### src/design/csef_pkg.sv
// constants shared by the charger status and event flag block
// assumes a 20 MHz system clock and an 8-bit register port
package csef_pkg;

    // clock rate
    localparam int CLK_MHZ = 20;

    // contact detect timeout, in microseconds (plain default, set per product)
    localparam int DCD_TIMEOUT_US = 1000;
    localparam int DCD_TIMEOUT_CYCLES = DCD_TIMEOUT_US * CLK_MHZ;

    // register port
    localparam int ADDR_W = 8;
    localparam int DATA_W = 8;
    localparam logic [7:0] ADDR_CHG_FIELDS = 8'h02;
    localparam logic [7:0] ADDR_INPUT_STATUS = 8'h03;
    localparam logic [7:0] ADDR_CONDITION = 8'h04;
    localparam logic [7:0] ADDR_EVENT_FLAGS = 8'h05;
    localparam logic [7:0] ADDR_CONTROL = 8'h10;

    // condition status bit positions
    localparam int ST_SHUTDOWN = 3;
    localparam int ST_TREG = 2;
    localparam int ST_DCD_TO = 1;
    localparam int ST_TIMEOUT = 0;

    // event flag bit positions
    localparam int EV_TYPE = 7;
    localparam int EV_OVP = 6;
    localparam int EV_SYSBAT = 5;
    localparam int EV_RESERVED = 4;
    localparam int EV_BATTERY_DETECT_STATE = 3;
    localparam int EV_STATE = 2;
    localparam int EV_TREG = 1;
    localparam int EV_TIMEOUT = 0;

    // input status register bit positions (0x03 mirror)
    localparam int IN_OVP = 2;
    localparam int IN_SYSBAT = 1;
    localparam int IN_BATTERY_DETECT_STATE = 0;

    // charger state code shown while timed out
    localparam logic [2:0] STATE_TIMEOUT = 3'h7;

    // control register: bit 0 enables the contact detect timer
    localparam int CTL_DCD_EN = 0;
    localparam logic [7:0] CONTROL_RESET = 8'h01;

    // synchroniser vector layout
    localparam int SY_W = 16;
    localparam int SY_TYPE_LO = 0;
    localparam int SY_STATE_LO = 4;
    localparam int SY_OVP = 7;
    localparam int SY_SYSBAT = 8;
    localparam int SY_BATTERY_DETECT_STATE = 9;
    localparam int SY_BATDONE = 10;
    localparam int SY_STVALID = 11;
    localparam int SY_SHUTDOWN = 12;
    localparam int SY_TREG = 13;
    localparam int SY_TIMEOUT = 14;
    localparam int SY_DCD_RUN = 15;

    // cycles after reset before change detection is trusted
    localparam logic [1:0] ARM_CYCLES = 2'h3;

endpackage

### src/design/csef_status_flags.sv
// charger condition status register and clear-on-read event flag register
// assumes status sources arrive asynchronously and are synchronised here;
// software uses a single-cycle read/write strobe port, read data one cycle later
//
// Summary of operation
// status 0x04 bit 3 reads one while in thermal shutdown.
// status bit 2 reads one while charge current is lowered for heat.
// status bit 1 becomes one once the contact detect wait runs its full timeout.
// contact detect timeout bit reads zero while timer not expired or not running.
// status bit 0 shows charger timeout; state field in 0x02 then reads 111.
// status and flags read-only; reading flags clears returned flags; reserved read zero.
// flag bit 7 sets on any change of the charger type field.
// flag bit 6 sets on any change of input overvoltage status.
// flag bit 5 sets on any change of system-to-battery voltage status.
// flag bit 3 sets on battery detect change or first detection after reset.
// flag bit 2 sets on any change of the charger state field.
// flag bit 2 also sets when the first charger state is entered.
// flag bit 1 sets on any change of thermal current reduction status.
// flag bit 0 sets on any change of charger timeout status.
`timescale 1ns/10ps

module csef_status_flags #(
    parameter int DCD_CYCLES = csef_pkg::DCD_TIMEOUT_CYCLES,
    parameter int CNT_W = 32
) (
    input wire logic mclk_i, // 20 MHz system clock
    input wire logic rst_n_i, // synchronous reset, active low
    input wire logic [csef_pkg::ADDR_W-1:0] addr_i, // register address
    input wire logic [csef_pkg::DATA_W-1:0] wdata_i, // write data
    input wire logic wr_i, // write strobe
    input wire logic rd_i, // read strobe
    output logic [csef_pkg::DATA_W-1:0] rdata_o, // read data, cycle after rd_i
    input wire logic [3:0] charger_type_field_i, // detected charger type
    input wire logic [2:0] charger_state_field_i, // charger state code
    input wire logic charger_state_valid_i, // charger has entered a state
    input wire logic input_overvoltage_state_i, // input overvoltage
    input wire logic sys_batt_voltage_state_i, // system-to-battery voltage state
    input wire logic battery_detect_state_i, // battery detection result
    input wire logic battery_detect_done_i, // a battery detection has completed
    input wire logic thermal_shutdown_state_i, // device in thermal shutdown
    input wire logic thermal_current_reduction_i, // charge current lowered for heat
    input wire logic charge_timeout_state_i, // charger reached timeout
    input wire logic contact_detect_running_i // contact detect wait in progress
);
    import csef_pkg::*;

    localparam logic [CNT_W-1:0] DCD_LAST = CNT_W'(DCD_CYCLES - 1);

    ////////////////////////////////////////////////////////////////////////////
    // input synchronisers: every status source is asynchronous to mclk_i

    logic [SY_W-1:0] raw_w;
    logic [SY_W-1:0] sy1_q, sy1_d;
    logic [SY_W-1:0] sy2_q, sy2_d;

    assign raw_w = {contact_detect_running_i, charge_timeout_state_i,
                    thermal_current_reduction_i, thermal_shutdown_state_i,
                    charger_state_valid_i, battery_detect_done_i,
                    battery_detect_state_i, sys_batt_voltage_state_i,
                    input_overvoltage_state_i, charger_state_field_i,
                    charger_type_field_i};

    // a field caught mid-change may flag one extra change; flags only ever over-report
    always_comb begin
        sy1_d = raw_w;
        sy2_d = sy1_q;
    end

    always_ff @(posedge mclk_i) begin
        if (!rst_n_i) begin
            sy1_q <= '0;
            sy2_q <= '0;
        end else begin
            sy1_q <= sy1_d;
            sy2_q <= sy2_d;
        end
    end

    ////////////////////////////////////////////////////////////////////////////
    // contact detect timer

    logic [CNT_W-1:0] dcd_cnt_q, dcd_cnt_d;
    logic dcd_to_q, dcd_to_d;
    logic [DATA_W-1:0] ctl_q, ctl_d;
    logic dcd_active_w;

    assign dcd_active_w = sy2_q[SY_DCD_RUN] & ctl_q[CTL_DCD_EN];

    always_comb begin
        dcd_cnt_d = '0;
        dcd_to_d = 1'b0;
        // leaving the wait or disabling the timer drops the bit at once
        if (dcd_active_w) begin
            dcd_to_d = dcd_to_q | (dcd_cnt_q == DCD_LAST);
            // counter parks at the end so a very long wait cannot wrap
            dcd_cnt_d = (dcd_cnt_q == DCD_LAST) ? dcd_cnt_q : dcd_cnt_q + 1'b1;
        end
    end

    always_ff @(posedge mclk_i) begin
        if (!rst_n_i) begin
            dcd_cnt_q <= '0;
            dcd_to_q <= 1'b0;
        end else begin
            dcd_cnt_q <= dcd_cnt_d;
            dcd_to_q <= dcd_to_d;
        end
    end

    ////////////////////////////////////////////////////////////////////////////
    // status views

    logic [3:0] cond_w;
    logic [2:0] state_view_w;

    always_comb begin
        cond_w = '0;
        cond_w[ST_SHUTDOWN] = sy2_q[SY_SHUTDOWN];
        cond_w[ST_TREG] = sy2_q[SY_TREG];
        cond_w[ST_DCD_TO] = dcd_to_q;
        cond_w[ST_TIMEOUT] = sy2_q[SY_TIMEOUT];
        state_view_w = sy2_q[SY_STATE_LO +: 3];
        if (sy2_q[SY_TIMEOUT]) begin
            state_view_w = STATE_TIMEOUT;
        end
    end

    ////////////////////////////////////////////////////////////////////////////
    // change detection and event flags

    logic [SY_W-1:0] prev_q, prev_d;
    logic [1:0] arm_q, arm_d;
    logic [2:0] prev_view_w;
    logic bat_seen_q, bat_seen_d;
    logic st_seen_q, st_seen_d;
    logic [DATA_W-1:0] flags_q, flags_d;
    logic [DATA_W-1:0] set_w;
    logic armed_w;
    logic rd_flags_w;

    assign armed_w = (arm_q == ARM_CYCLES);
    assign rd_flags_w = rd_i & (addr_i == ADDR_EVENT_FLAGS);

    // the state flag follows the field as software reads it, timeout code included
    always_comb begin
        prev_view_w = prev_q[SY_STATE_LO +: 3];
        if (prev_q[SY_TIMEOUT]) begin
            prev_view_w = STATE_TIMEOUT;
        end
    end

    always_comb begin
        set_w = '0;
        // sync flops and prev_q leave reset at zero; arming hides that false step
        if (armed_w) begin
            set_w[EV_TYPE] = sy2_q[SY_TYPE_LO +: 4] != prev_q[SY_TYPE_LO +: 4];
            set_w[EV_OVP] = sy2_q[SY_OVP] != prev_q[SY_OVP];
            set_w[EV_SYSBAT] = sy2_q[SY_SYSBAT] != prev_q[SY_SYSBAT];
            set_w[EV_BATTERY_DETECT_STATE] = sy2_q[SY_BATTERY_DETECT_STATE] != prev_q[SY_BATTERY_DETECT_STATE];
            set_w[EV_STATE] = state_view_w != prev_view_w;
            set_w[EV_TREG] = sy2_q[SY_TREG] != prev_q[SY_TREG];
            set_w[EV_TIMEOUT] = sy2_q[SY_TIMEOUT] != prev_q[SY_TIMEOUT];
        end
        // first completion after reset is caught even before arming
        if (sy2_q[SY_BATDONE] & ~bat_seen_q) begin
            set_w[EV_BATTERY_DETECT_STATE] = 1'b1;
        end
        if (sy2_q[SY_STVALID] & ~st_seen_q) begin
            set_w[EV_STATE] = 1'b1;
        end
        set_w[EV_RESERVED] = 1'b0;
    end

    always_comb begin
        prev_d = sy2_q;
        arm_d = armed_w ? arm_q : arm_q + 2'h1;
        bat_seen_d = bat_seen_q | sy2_q[SY_BATDONE];
        st_seen_d = st_seen_q | sy2_q[SY_STVALID];
        // a new event in the reading cycle survives the clear
        flags_d = (rd_flags_w ? '0 : flags_q) | set_w;
    end

    always_ff @(posedge mclk_i) begin
        if (!rst_n_i) begin
            prev_q <= '0;
            arm_q <= '0;
            bat_seen_q <= 1'b0;
            st_seen_q <= 1'b0;
            flags_q <= '0;
        end else begin
            prev_q <= prev_d;
            arm_q <= arm_d;
            bat_seen_q <= bat_seen_d;
            st_seen_q <= st_seen_d;
            flags_q <= flags_d;
        end
    end

    ////////////////////////////////////////////////////////////////////////////
    // register port: writes only reach the control register

    logic [DATA_W-1:0] rdata_q, rdata_d;

    always_comb begin
        ctl_d = ctl_q;
        if (wr_i && addr_i == ADDR_CONTROL) begin
            ctl_d = {7'h00, wdata_i[CTL_DCD_EN]};
        end
        // data stands for exactly one cycle after the read strobe
        rdata_d = '0;
        if (rd_i) begin
            case (addr_i)
                ADDR_CHG_FIELDS: rdata_d = {sy2_q[SY_TYPE_LO +: 4], 1'b0, state_view_w};
                ADDR_INPUT_STATUS: rdata_d = {5'h00, sy2_q[SY_OVP], sy2_q[SY_SYSBAT],
                                              sy2_q[SY_BATTERY_DETECT_STATE]};
                ADDR_CONDITION: rdata_d = {4'h0, cond_w};
                ADDR_EVENT_FLAGS: rdata_d = flags_q;
                ADDR_CONTROL: rdata_d = ctl_q;
                default: rdata_d = '0;
            endcase
        end
    end

    always_ff @(posedge mclk_i) begin
        if (!rst_n_i) begin
            ctl_q <= CONTROL_RESET;
            rdata_q <= '0;
        end else begin
            ctl_q <= ctl_d;
            rdata_q <= rdata_d;
        end
    end

    assign rdata_o = rdata_q;
endmodule

### config.mk
export PLATFORM = sky130hd
export DESIGN_NAME = csef_status_flags
export DESIGN_NICKNAME = d
export VERILOG_FILES = /design/src/design/csef_pkg.sv /design/src/design/csef_status_flags.sv
export SDC_FILE = /design/constraint.sdc
export NUM_CORES = 1
export LEC_CHECK = 0
export ABC_AREA = 1
export BUFFER_PORTS_ARGS = -buffer_cell sky130_fd_sc_hd__buf_2
export CORE_MARGIN = 3
export CORE_UTILIZATION = 63
export CTS_CLUSTER_SIZE = 12
export DETAILED_ROUTE_END_ITERATION = 12
export PLACE_DENSITY_LB_ADDON = 0.25
export SLEW_MARGIN = 10
export SYNTH_ARGS = -nofsm -noshare
export SYNTH_HDL_FRONTEND = slang
export SYNTH_SLANG_ARGS = --single-unit
### constraint.sdc
create_clock -name mclk_i -period 2.2 [get_ports mclk_i]
set_clock_uncertainty 0.1 [all_clocks]
set_input_delay 0.44 -clock mclk_i [delete_from_list [all_inputs] [get_ports mclk_i]]
set_output_delay 0.44 -clock mclk_i [all_outputs]
set_load 0.005 [all_outputs]
==> impl_metrics.env, run 1 <==
export IMPL_crit_required_ns=2.35
export IMPL_r2r_start="dcd_cnt_q[1]"
export IMPL_ctsResizeCount=0
export IMPL_syn_nets=678
export IMPL_io_buffer_count=36
export IMPL_slew_violations=0
export IMPL_regArea_um2=1942
export IMPL_ys_flop_type="dfxtp_1"
export IMPL_p_per_area_nw_per_um2=670.3
export IMPL_cts_hold_buf=0
export IMPL_n_antenna_cell=0
export IMPL_min_period_ns=1.801
export IMPL_crit_path_start="dcd_cnt_q[1]"
export IMPL_clock_latency_ns=0.36
export IMPL_avgSynthCellArea_um2=6.706
export IMPL_wirelength_mm=9.602
export IMPL_layout_nets=719
export IMPL_multiInputGateArea_um2=1924
export IMPL_viasPerCell=5.208
export IMPL_grt_max_degree=27
export IMPL_grt_pass1_wl_mm=16.34
export IMPL_first_pass_iters=5
export IMPL_grt_pass1_vias=3598
export IMPL_end_kind="flip-flop"
export IMPL_tns_ns=0
export IMPL_maxCapViolations=0
export IMPL_drc=0
export IMPL_synth_top_area_share_pct=45.25
export IMPL_ys_seq_area_share_pct=45.25
export IMPL_synth_area_um2=4292
export IMPL_n_fill_cell=526
export IMPL_clk_pin_slew_ns=0.11
export IMPL_clock_sinks=97
export IMPL_gp_congestion=0.9101
export IMPL_startpoint_type="flip-flop"
export IMPL_area_delta_synth_final_pct=11.14
export IMPL_htree_levels=3
export IMPL_critPathBufInv=0
export IMPL_synth_edff_count=0
export IMPL_io_pins=44
export IMPL_antenna_found_initial=0
export IMPL_wl_per_cell_um=12.58
export IMPL_drive_gt1_share_pct=10.64
export IMPL_core_area_um2=6459
export IMPL_cts_buffers=9
export IMPL_final_area_um2=4770
export IMPL_critPathMaxFanout=5
export IMPL_drtIter0Drc=261
export IMPL_fin_crit_sh_pct=81.86
export IMPL_power_leakage_nw=2.174
export IMPL_cpPeakStageDelay_ns=0.39
export IMPL_dieHeight_um=88.54
export IMPL_hpwl_mm=7.295
export IMPL_start_util_pct=66.45
export IMPL_status="completed"
export IMPL_yosysWarningCount=0
export IMPL_clockBufferDepth=2
export IMPL_async_flop_share_pct=0
export IMPL_final_antenna_net_count=0
export IMPL_fmax_mhz=555.2
export IMPL_rsz0062_at_grt="no"
export IMPL_yosysTopAreaCell="dfxtp_1"
export IMPL_cp_top_family="simple AND/OR/NAND/NOR gates"
export IMPL_setup_viol=0
export IMPL_ir_drop_mv=0.5616
export IMPL_gr_total_overflow=0
export IMPL_synth_most_common_cell="nand2_1"
export IMPL_netlist_top_cells_area="dfxtp_1, nand2_1, nor2_1, inv_1, a21oi_1"
export IMPL_ys_seq_elements=97
export IMPL_slew_headroom_pct=75.00
export IMPL_cts_root_buffer="clkbuf_8"
export IMPL_grtUsageTotal_pct=26.72
export IMPL_hp_start="charge_timeout_state_i"
export IMPL_crit_path_cell_trace="ha_1 > nand3_2 > nor2_1 > nand3_1 > o21ai_0 > a21oi_1"
export IMPL_worstMarginPinSlew_ns=0.3721
export IMPL_synthTopCellsByCount="nand2_1, nor2_1, inv_1"
export IMPL_dpl_cell_area_um2=4552
export IMPL_finalHoldViolations=0
export IMPL_arrival_ns=1.95
export IMPL_cts_tree="yes"
export IMPL_critPathKind="reg2reg"
export IMPL_post_cts_buffers=0
export IMPL_ys_types=28
export IMPL_row_count=29
export IMPL_die_w_um=88.54
export IMPL_critPathSlowestCell="dfxtp_1"
export IMPL_num_vias=3974
export IMPL_dieArea_um2=7838
export IMPL_min_path_type="in2reg"
export IMPL_netlist_instances=640
[power by group]
part	total (mW)	internal (mW)	leakage [nW]	switching (mW)
sequential	1.84	1.81	0.791	0.0308
clock	1.19	0.463	0.107	0.722
combinational	0.171	0.0700	1.28	0.101
[stage by stage]
step	worst slack (ns)	utilization, %	hold WS, ns	instances	power (mW)
floorplan	0.7571	-	0.2905	640	1.988
global placement	0.4768	70.48	0.2934	747	2.040
detailed placement	0.4325	70.48	0.2997	747	2.053
CTS	0.4429	73.85	0.1376	763	3.208
global route	0.3071	73.85	0.1431	763	3.320
finish	0.3990	73.85	0.1455	763	3.197
[per-layer routing]
| metal | part of all wire (%) | global-route usage [%] |
|---|---|---|
| met1 | 47 | 39.08 |
| met2 | 43 | 40.38 |
| met3 | 9.1 | 4.749 |
| met4 | 1.2 | 7.967 |
| met5 | 0 | 0 |
[final timing paths]
path	slack (ns)	cells after the start	end
worst max-delay path	0.40	6	dcd_cnt_q[22]
worst min-delay path	0.15	3	sy1_q[14]
worst max register to register	0.40	6	dcd_cnt_q[22]
worst min register to register	0.32	2	prev_d[6]
[state kept, by name, indices dropped and copies added (netlist names)]
signal,count
arm_q,2
bat_seen_q,1
ctl_q,1
dcd_cnt_q,32
dcd_to_q,1
flags_q,7
prev_d,16
prev_q,12
rdata_o,8
st_seen_q,1
sy1_q,16
[cell families (layout without fill, tap and decap cells)]
family | after synthesis | in the layout | synth area share (%)
adders and majority gates | 2 | 2 | 0.5830
and+or+nand+nor | 361 | 361 | 35.16
xor gates and xnor gates | 11 | 11 | 2.245
buffers and inverters | 112 | 158 | 9.913
DFF | 97 | 97 | 45.25
AOI/OAI and AO/OA | 57 | 57 | 6.851
[cell usage in the layout (no fill, tap or decap), types with 4 or more instances in the layout]
| cell type | instances |
|---|---|
| nand2_1 | 191 |
| nor2_1 | 105 |
| inv_1 | 100 |
| dfxtp_1 | 97 |
| buf_2 | 36 |
| a21oi_1 | 35 |
| nand3_1 | 32 |
| o21ai_0 | 18 |
| clkbuf_8 | 9 |
| nand4_1 | 7 |
| xor2_1 | 6 |
| nor2_2 | 5 |
| xnor2_1 | 5 |
| nor3_1 | 4 |
| nor2_4 | 4 |
| nand2_2 | 4 |
| clkinv_8 | 4 |
[worst reg2reg max path: stages (launching register included)]
cell	delay, ns
dfxtp_1	0.39
ha_1	0.31
nand3_2	0.19
nor2_1	0.20
nand3_1	0.18
o21ai_0	0.23
a21oi_1	0.09
[layout make-up]
| type | instances | area share, % |
|---|---|---|
| sequential | 97 | 40.71 |
| clock buffer | 9 | 2.597 |
| multi-input combinational | 431 | 40.35 |
| tap | 77 | 2.020 |
| inverter | 103 | 8.106 |
| timing repair buffer | 39 | 4.250 |
| clock inverter | 7 | 1.967 |
Power figures use the tool's default switching activity.
==> inputs of run 2 (changes only) <==
--- a/config.mk
+++ b/config.mk
@@ -5,10 +5,10 @@
 export SDC_FILE = /design/constraint.sdc
 export NUM_CORES = 1
 export LEC_CHECK = 0
-export ABC_AREA = 1
+export ABC_AREA = 0
 export BUFFER_PORTS_ARGS = -buffer_cell sky130_fd_sc_hd__buf_2
 export CORE_MARGIN = 3
-export CORE_UTILIZATION = 63
+export CORE_UTILIZATION = 52
 export CTS_CLUSTER_SIZE = 12
 export DETAILED_ROUTE_END_ITERATION = 12
 export PLACE_DENSITY_LB_ADDON = 0.25
==> constraint.sdc (replaced) <==
create_clock -name mclk_i -period 1.55 [get_ports mclk_i]
set_clock_uncertainty 0.1 [all_clocks]
set_input_delay 0.31 -clock mclk_i [delete_from_list [all_inputs] [get_ports mclk_i]]
set_output_delay 0.31 -clock mclk_i [all_outputs]
set_load 0.005 [all_outputs]
==> run 2 against run 1 <==
Net effect: the flow now finishes with violations (negative setup slack); flip-flop and latch count is the same; synthesized cell count down 37%; combinational power grew 40%; final area is 6.1% higher; first-iteration DRC count fell by 44%; area after synthesis is 11% lower; core utilization is 1.4 points lower; critical path type unchanged; largest power group unchanged.
==> impl_metrics.env, run 2 <==
export IMPL_status="finished, violations left"
export IMPL_violations="negative setup slack"
export IMPL_layout_nets=537
export IMPL_fmax_mhz=522.2
export IMPL_drc=0
export IMPL_cts_tree="yes"
export IMPL_worst_r2r_setup_slack_ns=-0.36
export IMPL_fin_ws_ns=-0.3649
export IMPL_largest_register_ffs=32
export IMPL_regArea_um2=1971
export IMPL_end_kind="flip-flop"
export IMPL_r2r_start="dcd_cnt_q[21]"
export IMPL_yosysTopAreaCell="dfxtp_1"
export IMPL_synth_most_common_cell="dfxtp_1"
export IMPL_ys_seq_elements=97
export IMPL_synth_top_area_share_pct=50.70
export IMPL_ys_seq_area_share_pct=50.70
export IMPL_busiest_layer="met2"
export IMPL_critPathKind="reg2reg"
export IMPL_worstMarginPinSlew_ns=0.5686
export IMPL_htree_levels=3
export IMPL_ir_drop_mv=0.6823
export IMPL_final_area_um2=5061
export IMPL_netlist_top_cells_area="dfxtp_1, and2_1, or4_1, a21oi_1, nand2_1"
export IMPL_slew_violations=0
export IMPL_clock_sinks=97
export IMPL_cts_buffers=9
export IMPL_hpwl_mm=5.787
export IMPL_row_count=30
export IMPL_antenna_found_initial=0
export IMPL_tns_ns=-6.787
export IMPL_dieHeight_um=91.82
export IMPL_hp_start="charger_type_field_i[3]"
export IMPL_synthTopCellsByCount="dfxtp_1, and2_1, nand2_1"
export IMPL_cts_hold_buf=0
export IMPL_startpoint_type="flip-flop"
export IMPL_clk_pin_slew_ns=0.11
export IMPL_first_pass_iters=4
export IMPL_use_met3_pct=4.184
export IMPL_crit_path_start="dcd_cnt_q[21]"
export IMPL_drtIter0Drc=146
export IMPL_wl_per_cell_um=14.32
export IMPL_drive_gt1_share_pct=35.32
export IMPL_grt_use_met2_pct=34.21
export IMPL_min_period_ns=1.915
export IMPL_clockBufferDepth=2
export IMPL_start_util_pct=54.86
export IMPL_grt_pass1_vias=3114
export IMPL_multiInputGateArea_um2=2002
export IMPL_grt_pass1_wl_mm=14.09
export IMPL_fin_crit_sh_pct=123.5
export IMPL_netlist_instances=406
export IMPL_core_area_um2=6982
export IMPL_gr_total_overflow=0
export IMPL_power_leakage_nw=1.954
export IMPL_final_antenna_net_count=0
export IMPL_yosysWarningCount=0
export IMPL_post_route_util_pct=72.49
export IMPL_crit_required_ns=1.77
export IMPL_rsz0062_at_grt="yes"
export IMPL_min_path_type="in2reg"
export IMPL_grtUsageTotal_pct=20.77
export IMPL_final_common_cell="dfxtp_1"
export IMPL_dpl_cell_area_um2=4617
export IMPL_setup_viol=25
export IMPL_synth_area_um2=3830
export IMPL_arrival_ns=2.13
export IMPL_slew_headroom_pct=62.10
export IMPL_io_pins=44
export IMPL_async_flop_share_pct=0
export IMPL_wirelength_mm=8.590
export IMPL_syn_nets=444
export IMPL_ys_types=48
export IMPL_layout_common_cells="dfxtp_1, buf_4, and2_1"
export IMPL_ys_flop_type="dfxtp_1"
export IMPL_finalHoldViolations=0
export IMPL_grt_max_degree=57
export IMPL_cts_root_buffer="clkbuf_8"
export IMPL_area_delta_synth_final_pct=32.15
export IMPL_p_per_area_nw_per_um2=911.3
export IMPL_gp_congestion=0.8503
export IMPL_critPathMaxFanout=7
export IMPL_dieArea_um2=8431
export IMPL_clock_latency_ns=0.37
export IMPL_viasPerCell=5.352
export IMPL_io_buffer_count=36
export IMPL_num_vias=3211
export IMPL_synth_edff_count=0
export IMPL_met1_usage_pct=26.14
export IMPL_avgSynthCellArea_um2=9.433
export IMPL_n_fill_cell=504
export IMPL_n_antenna_cell=0
export IMPL_regMostFlops="dcd_cnt_q"
export IMPL_maxCapViolations=0
export IMPL_die_w_um=91.82
-- run 2: routing by layer --
layer	wire (µm)	part of all wire (%)	vias to the layer above
met4	175	2.0	0
met5	0	0	-
met3	374	4.4	16
met1	4013	47	1487
met2	4026	47	77
li1	-	-	1631
-- run 2: critical path, stage by stage (launching register included) --
cell and delay, ns:
dfxtp_2 0.35, buf_6 0.10, nand4_4 0.06, or4_4 0.58, or4_4 0.54, a21oi_2 0.13
-- run 2: repair_timing --
action	4_1_cts	5_1_grt
gates resized for setup	25	21
gates cloned	1	0
buffers inserted	4	1
pin swaps	5	14
setup endpoints to repair	25	28
hold endpoints to repair	0	0
-- run 2: per-stage QoR --
step                hold slack (ns)  instances  worst slack [ns]  total power, mW
floorplan                    0.3119        406           -0.3430            2.801
global placement             0.3138        578           -0.3386            2.882
detailed placement           0.3169        578           -0.3713            2.895
CTS                         0.02736        599           -0.3340            4.651
global route                0.02125        600           -0.4117            4.795
finish                      0.04262        600           -0.3649            4.612
-- run 2: path summary, 6_finish.rpt --
path,depth (start not counted),endpoint
setup / recovery,5,dcd_cnt_q[31]
hold / removal,2,sy1_q[3]
setup reg to reg,5,dcd_cnt_q[31]
hold reg to reg,1,prev_d[15]
-- run 2: layout make-up --
cell class	count	share of cell area, %
Timing Repair Buffer	102	14.12
Clock inverter	7	1.904
Inverter	9	0.6675
Multi-Input combinational cell	280	39.56
Tap cell	96	2.373
Clock buffer	9	2.447
Sequential cell	97	38.94
-- run 2: kinds of logic after synthesis --
group | share of synthesized area, %
AOI/OAI and AO/OA | 12.35
xor gates and xnor gates | 4.574
adders and majority gates | 0.6533
buffers and inverters | 3.071
DFF | 50.70
muxes | 2.091
and+or+nand+nor | 26.56
-- run 2: where the power goes --
part           internal, mW  switching (mW)  total, mW
logic                 0.122           0.116      0.239
registers              2.56          0.0411       2.60
clock network         0.799           0.976       1.77
==> inputs of run 3 (changes only) <==
--- a/config.mk
+++ b/config.mk
@@ -8,7 +8,7 @@
 export ABC_AREA = 0
 export BUFFER_PORTS_ARGS = -buffer_cell sky130_fd_sc_hd__buf_2
 export CORE_MARGIN = 3
-export CORE_UTILIZATION = 52
+export CORE_UTILIZATION = 30
 export CTS_CLUSTER_SIZE = 12
 export DETAILED_ROUTE_END_ITERATION = 12
 export PLACE_DENSITY_LB_ADDON = 0.25
==> constraint.sdc (replaced) <==
create_clock -name mclk_i -period 1.55 [get_ports mclk_i]
set_clock_uncertainty 0.1 [all_clocks]
set_input_delay 0.465 -clock mclk_i [delete_from_list [all_inputs] [get_ports mclk_i]]
set_output_delay 0.465 -clock mclk_i [all_outputs]
set_load 0.005 [all_outputs]
==> run 3 against run 2 <==
Net effect: the run still ends with negative setup slack left; global-route usage shrank 7.9 points; combinational power grew 9.6%; fmax shrank 0.16%; critical path type unchanged.
==> impl_metrics.env, run 3 (same netlist as run 2, synthesis figures left out) <==
export IMPL_holdWs_ns=0.2225
export IMPL_slew_headroom_pct=63.32
export IMPL_gp_congestion=0.8153
export IMPL_io_pins=44
export IMPL_n_antenna_cell=0
export IMPL_grt_pass1_vias=3115
export IMPL_final_antenna_net_count=0
export IMPL_cts_hold_buf=0
export IMPL_worstMarginPinSlew_ns=0.5502
export IMPL_clock_sinks=97
export IMPL_wirelength_mm=9.265
export IMPL_regArea_um2=1979
export IMPL_violations="negative setup slack"
export IMPL_first_pass_iters=4
export IMPL_dieArea_um2=14160
export IMPL_final_common_cell="dfxtp_1"
export IMPL_critPathMaxFanout=8
export IMPL_start_util_pct=31.23
export IMPL_largest_register_ffs=32
export IMPL_fin_ws_ns=-0.3680
export IMPL_drtIter0Drc=127
export IMPL_maxCapViolations=0
export IMPL_io_buffer_count=36
export IMPL_min_period_ns=1.918
export IMPL_n_fill_cell=1187
export IMPL_power_total_mw=4.964
export IMPL_grt_pass1_wl_mm=14.91
export IMPL_layout_common_cells="dfxtp_1, buf_4, and2_1"
export IMPL_slew_violations=0
export IMPL_wl_per_cell_um=13.57
export IMPL_cts_buffers=9
export IMPL_ir_drop_mv=0.6119
export IMPL_core_area_um2=12260
export IMPL_worst_r2r_setup_slack_ns=-0.37
export IMPL_drc=0
export IMPL_htree_levels=3
export IMPL_p_per_area_nw_per_um2=905.6
export IMPL_tns_ns=-7.413
export IMPL_finalHoldViolations=0
export IMPL_clock_latency_ns=0.35
export IMPL_grt_max_degree=42
export IMPL_dieHeight_um=119.0
export IMPL_crit_required_ns=1.73
export IMPL_fmax_mhz=521.4
export IMPL_status="finished, violations left"
export IMPL_num_vias=3268
export IMPL_end_kind="flip-flop"
export IMPL_cts_tree="yes"
export IMPL_clockBufferDepth=2
export IMPL_fin_crit_sh_pct=123.7
export IMPL_clk_pin_slew_ns=0.07
export IMPL_drive_gt1_share_pct=41.36
export IMPL_die_w_um=119.0
export IMPL_layout_nets=549
export IMPL_startpoint_type="flip-flop"
export IMPL_cts_root_buffer="clkbuf_16"
export IMPL_multiInputGateArea_um2=2130
export IMPL_gr_total_overflow=0
export IMPL_hpwl_mm=6.243
export IMPL_antenna_found_initial=0
export IMPL_arrival_ns=2.10
export IMPL_area_delta_synth_final_pct=43.12
export IMPL_rsz0062_at_grt="yes"
export IMPL_post_route_util_pct=44.70
export IMPL_viasPerCell=4.785
export IMPL_regMostFlops="dcd_cnt_q"
export IMPL_row_count=40
export IMPL_power_leakage_nw=2.095
export IMPL_grtUsageTotal_pct=12.89
export IMPL_min_path_type="in2reg"
export IMPL_setup_viol=26
export IMPL_critPathKind="reg2reg"
[run 3: path summary, 6_finish.rpt]
kind              depth (start not counted)             to                      from
setup / recovery                          5  dcd_cnt_q[31]              dcd_cnt_q[0]
hold / removal                            2       sy1_q[4]  charger_state_field_i[0]
setup reg to reg                          5  dcd_cnt_q[31]              dcd_cnt_q[0]
hold reg to reg                           1      prev_d[2]                  sy1_q[2]
[run 3: routing by layer]
metal / track usage [%] / vias up / part of all wire, %
met5: 0 / - / 0
met4: 4.779 / 0 / 1.6
met3: 3.039 / 13 / 3.0
met2: 21.65 / 50 / 50
met1: 16.03 / 1551 / 45
li1: - / 1654 / -
[run 3: through the flow]
stage	setup slack [ns]	area (µm²)	std cells
CTS	-0.3447	5159	673
global route	-0.4314	5482	683
floorplan	-0.3430	3974	406
detailed placement	-0.3556	4760	655
finish	-0.3680	5482	683
global placement	-0.3490	4760	655
[run 3: layout make-up]
class                      instances  area share, %
multi-input combinational        281          38.85
inverter                           9         0.6163
sequential                        97          36.11
clock inverter                     6         0.9359
timing repair buffer             113          15.54
tap                              168          3.835
clock buffer                       9          4.109
[run 3: critical path, cell delays in order (launching register included)]
cell and delay (ns):
dfxtp_4 0.36, buf_6 0.11, nand3_4 0.06, or4_4 0.56
or4_4 0.54, a21oi_2 0.12
[run 3: power breakdown]
group          internal, mW  switching, mW
Combinational         0.140          0.123
Clock                  1.11           1.00
Sequential             2.55         0.0397
[run 3: what timing repair did]
item / in CTS / in global routing
pin swaps: 8 / 30
cloned: 2 / 0
setup buffers: 1 / 11
gates resized for setup: 28 / 56
setup endpoints to repair: 25 / 34
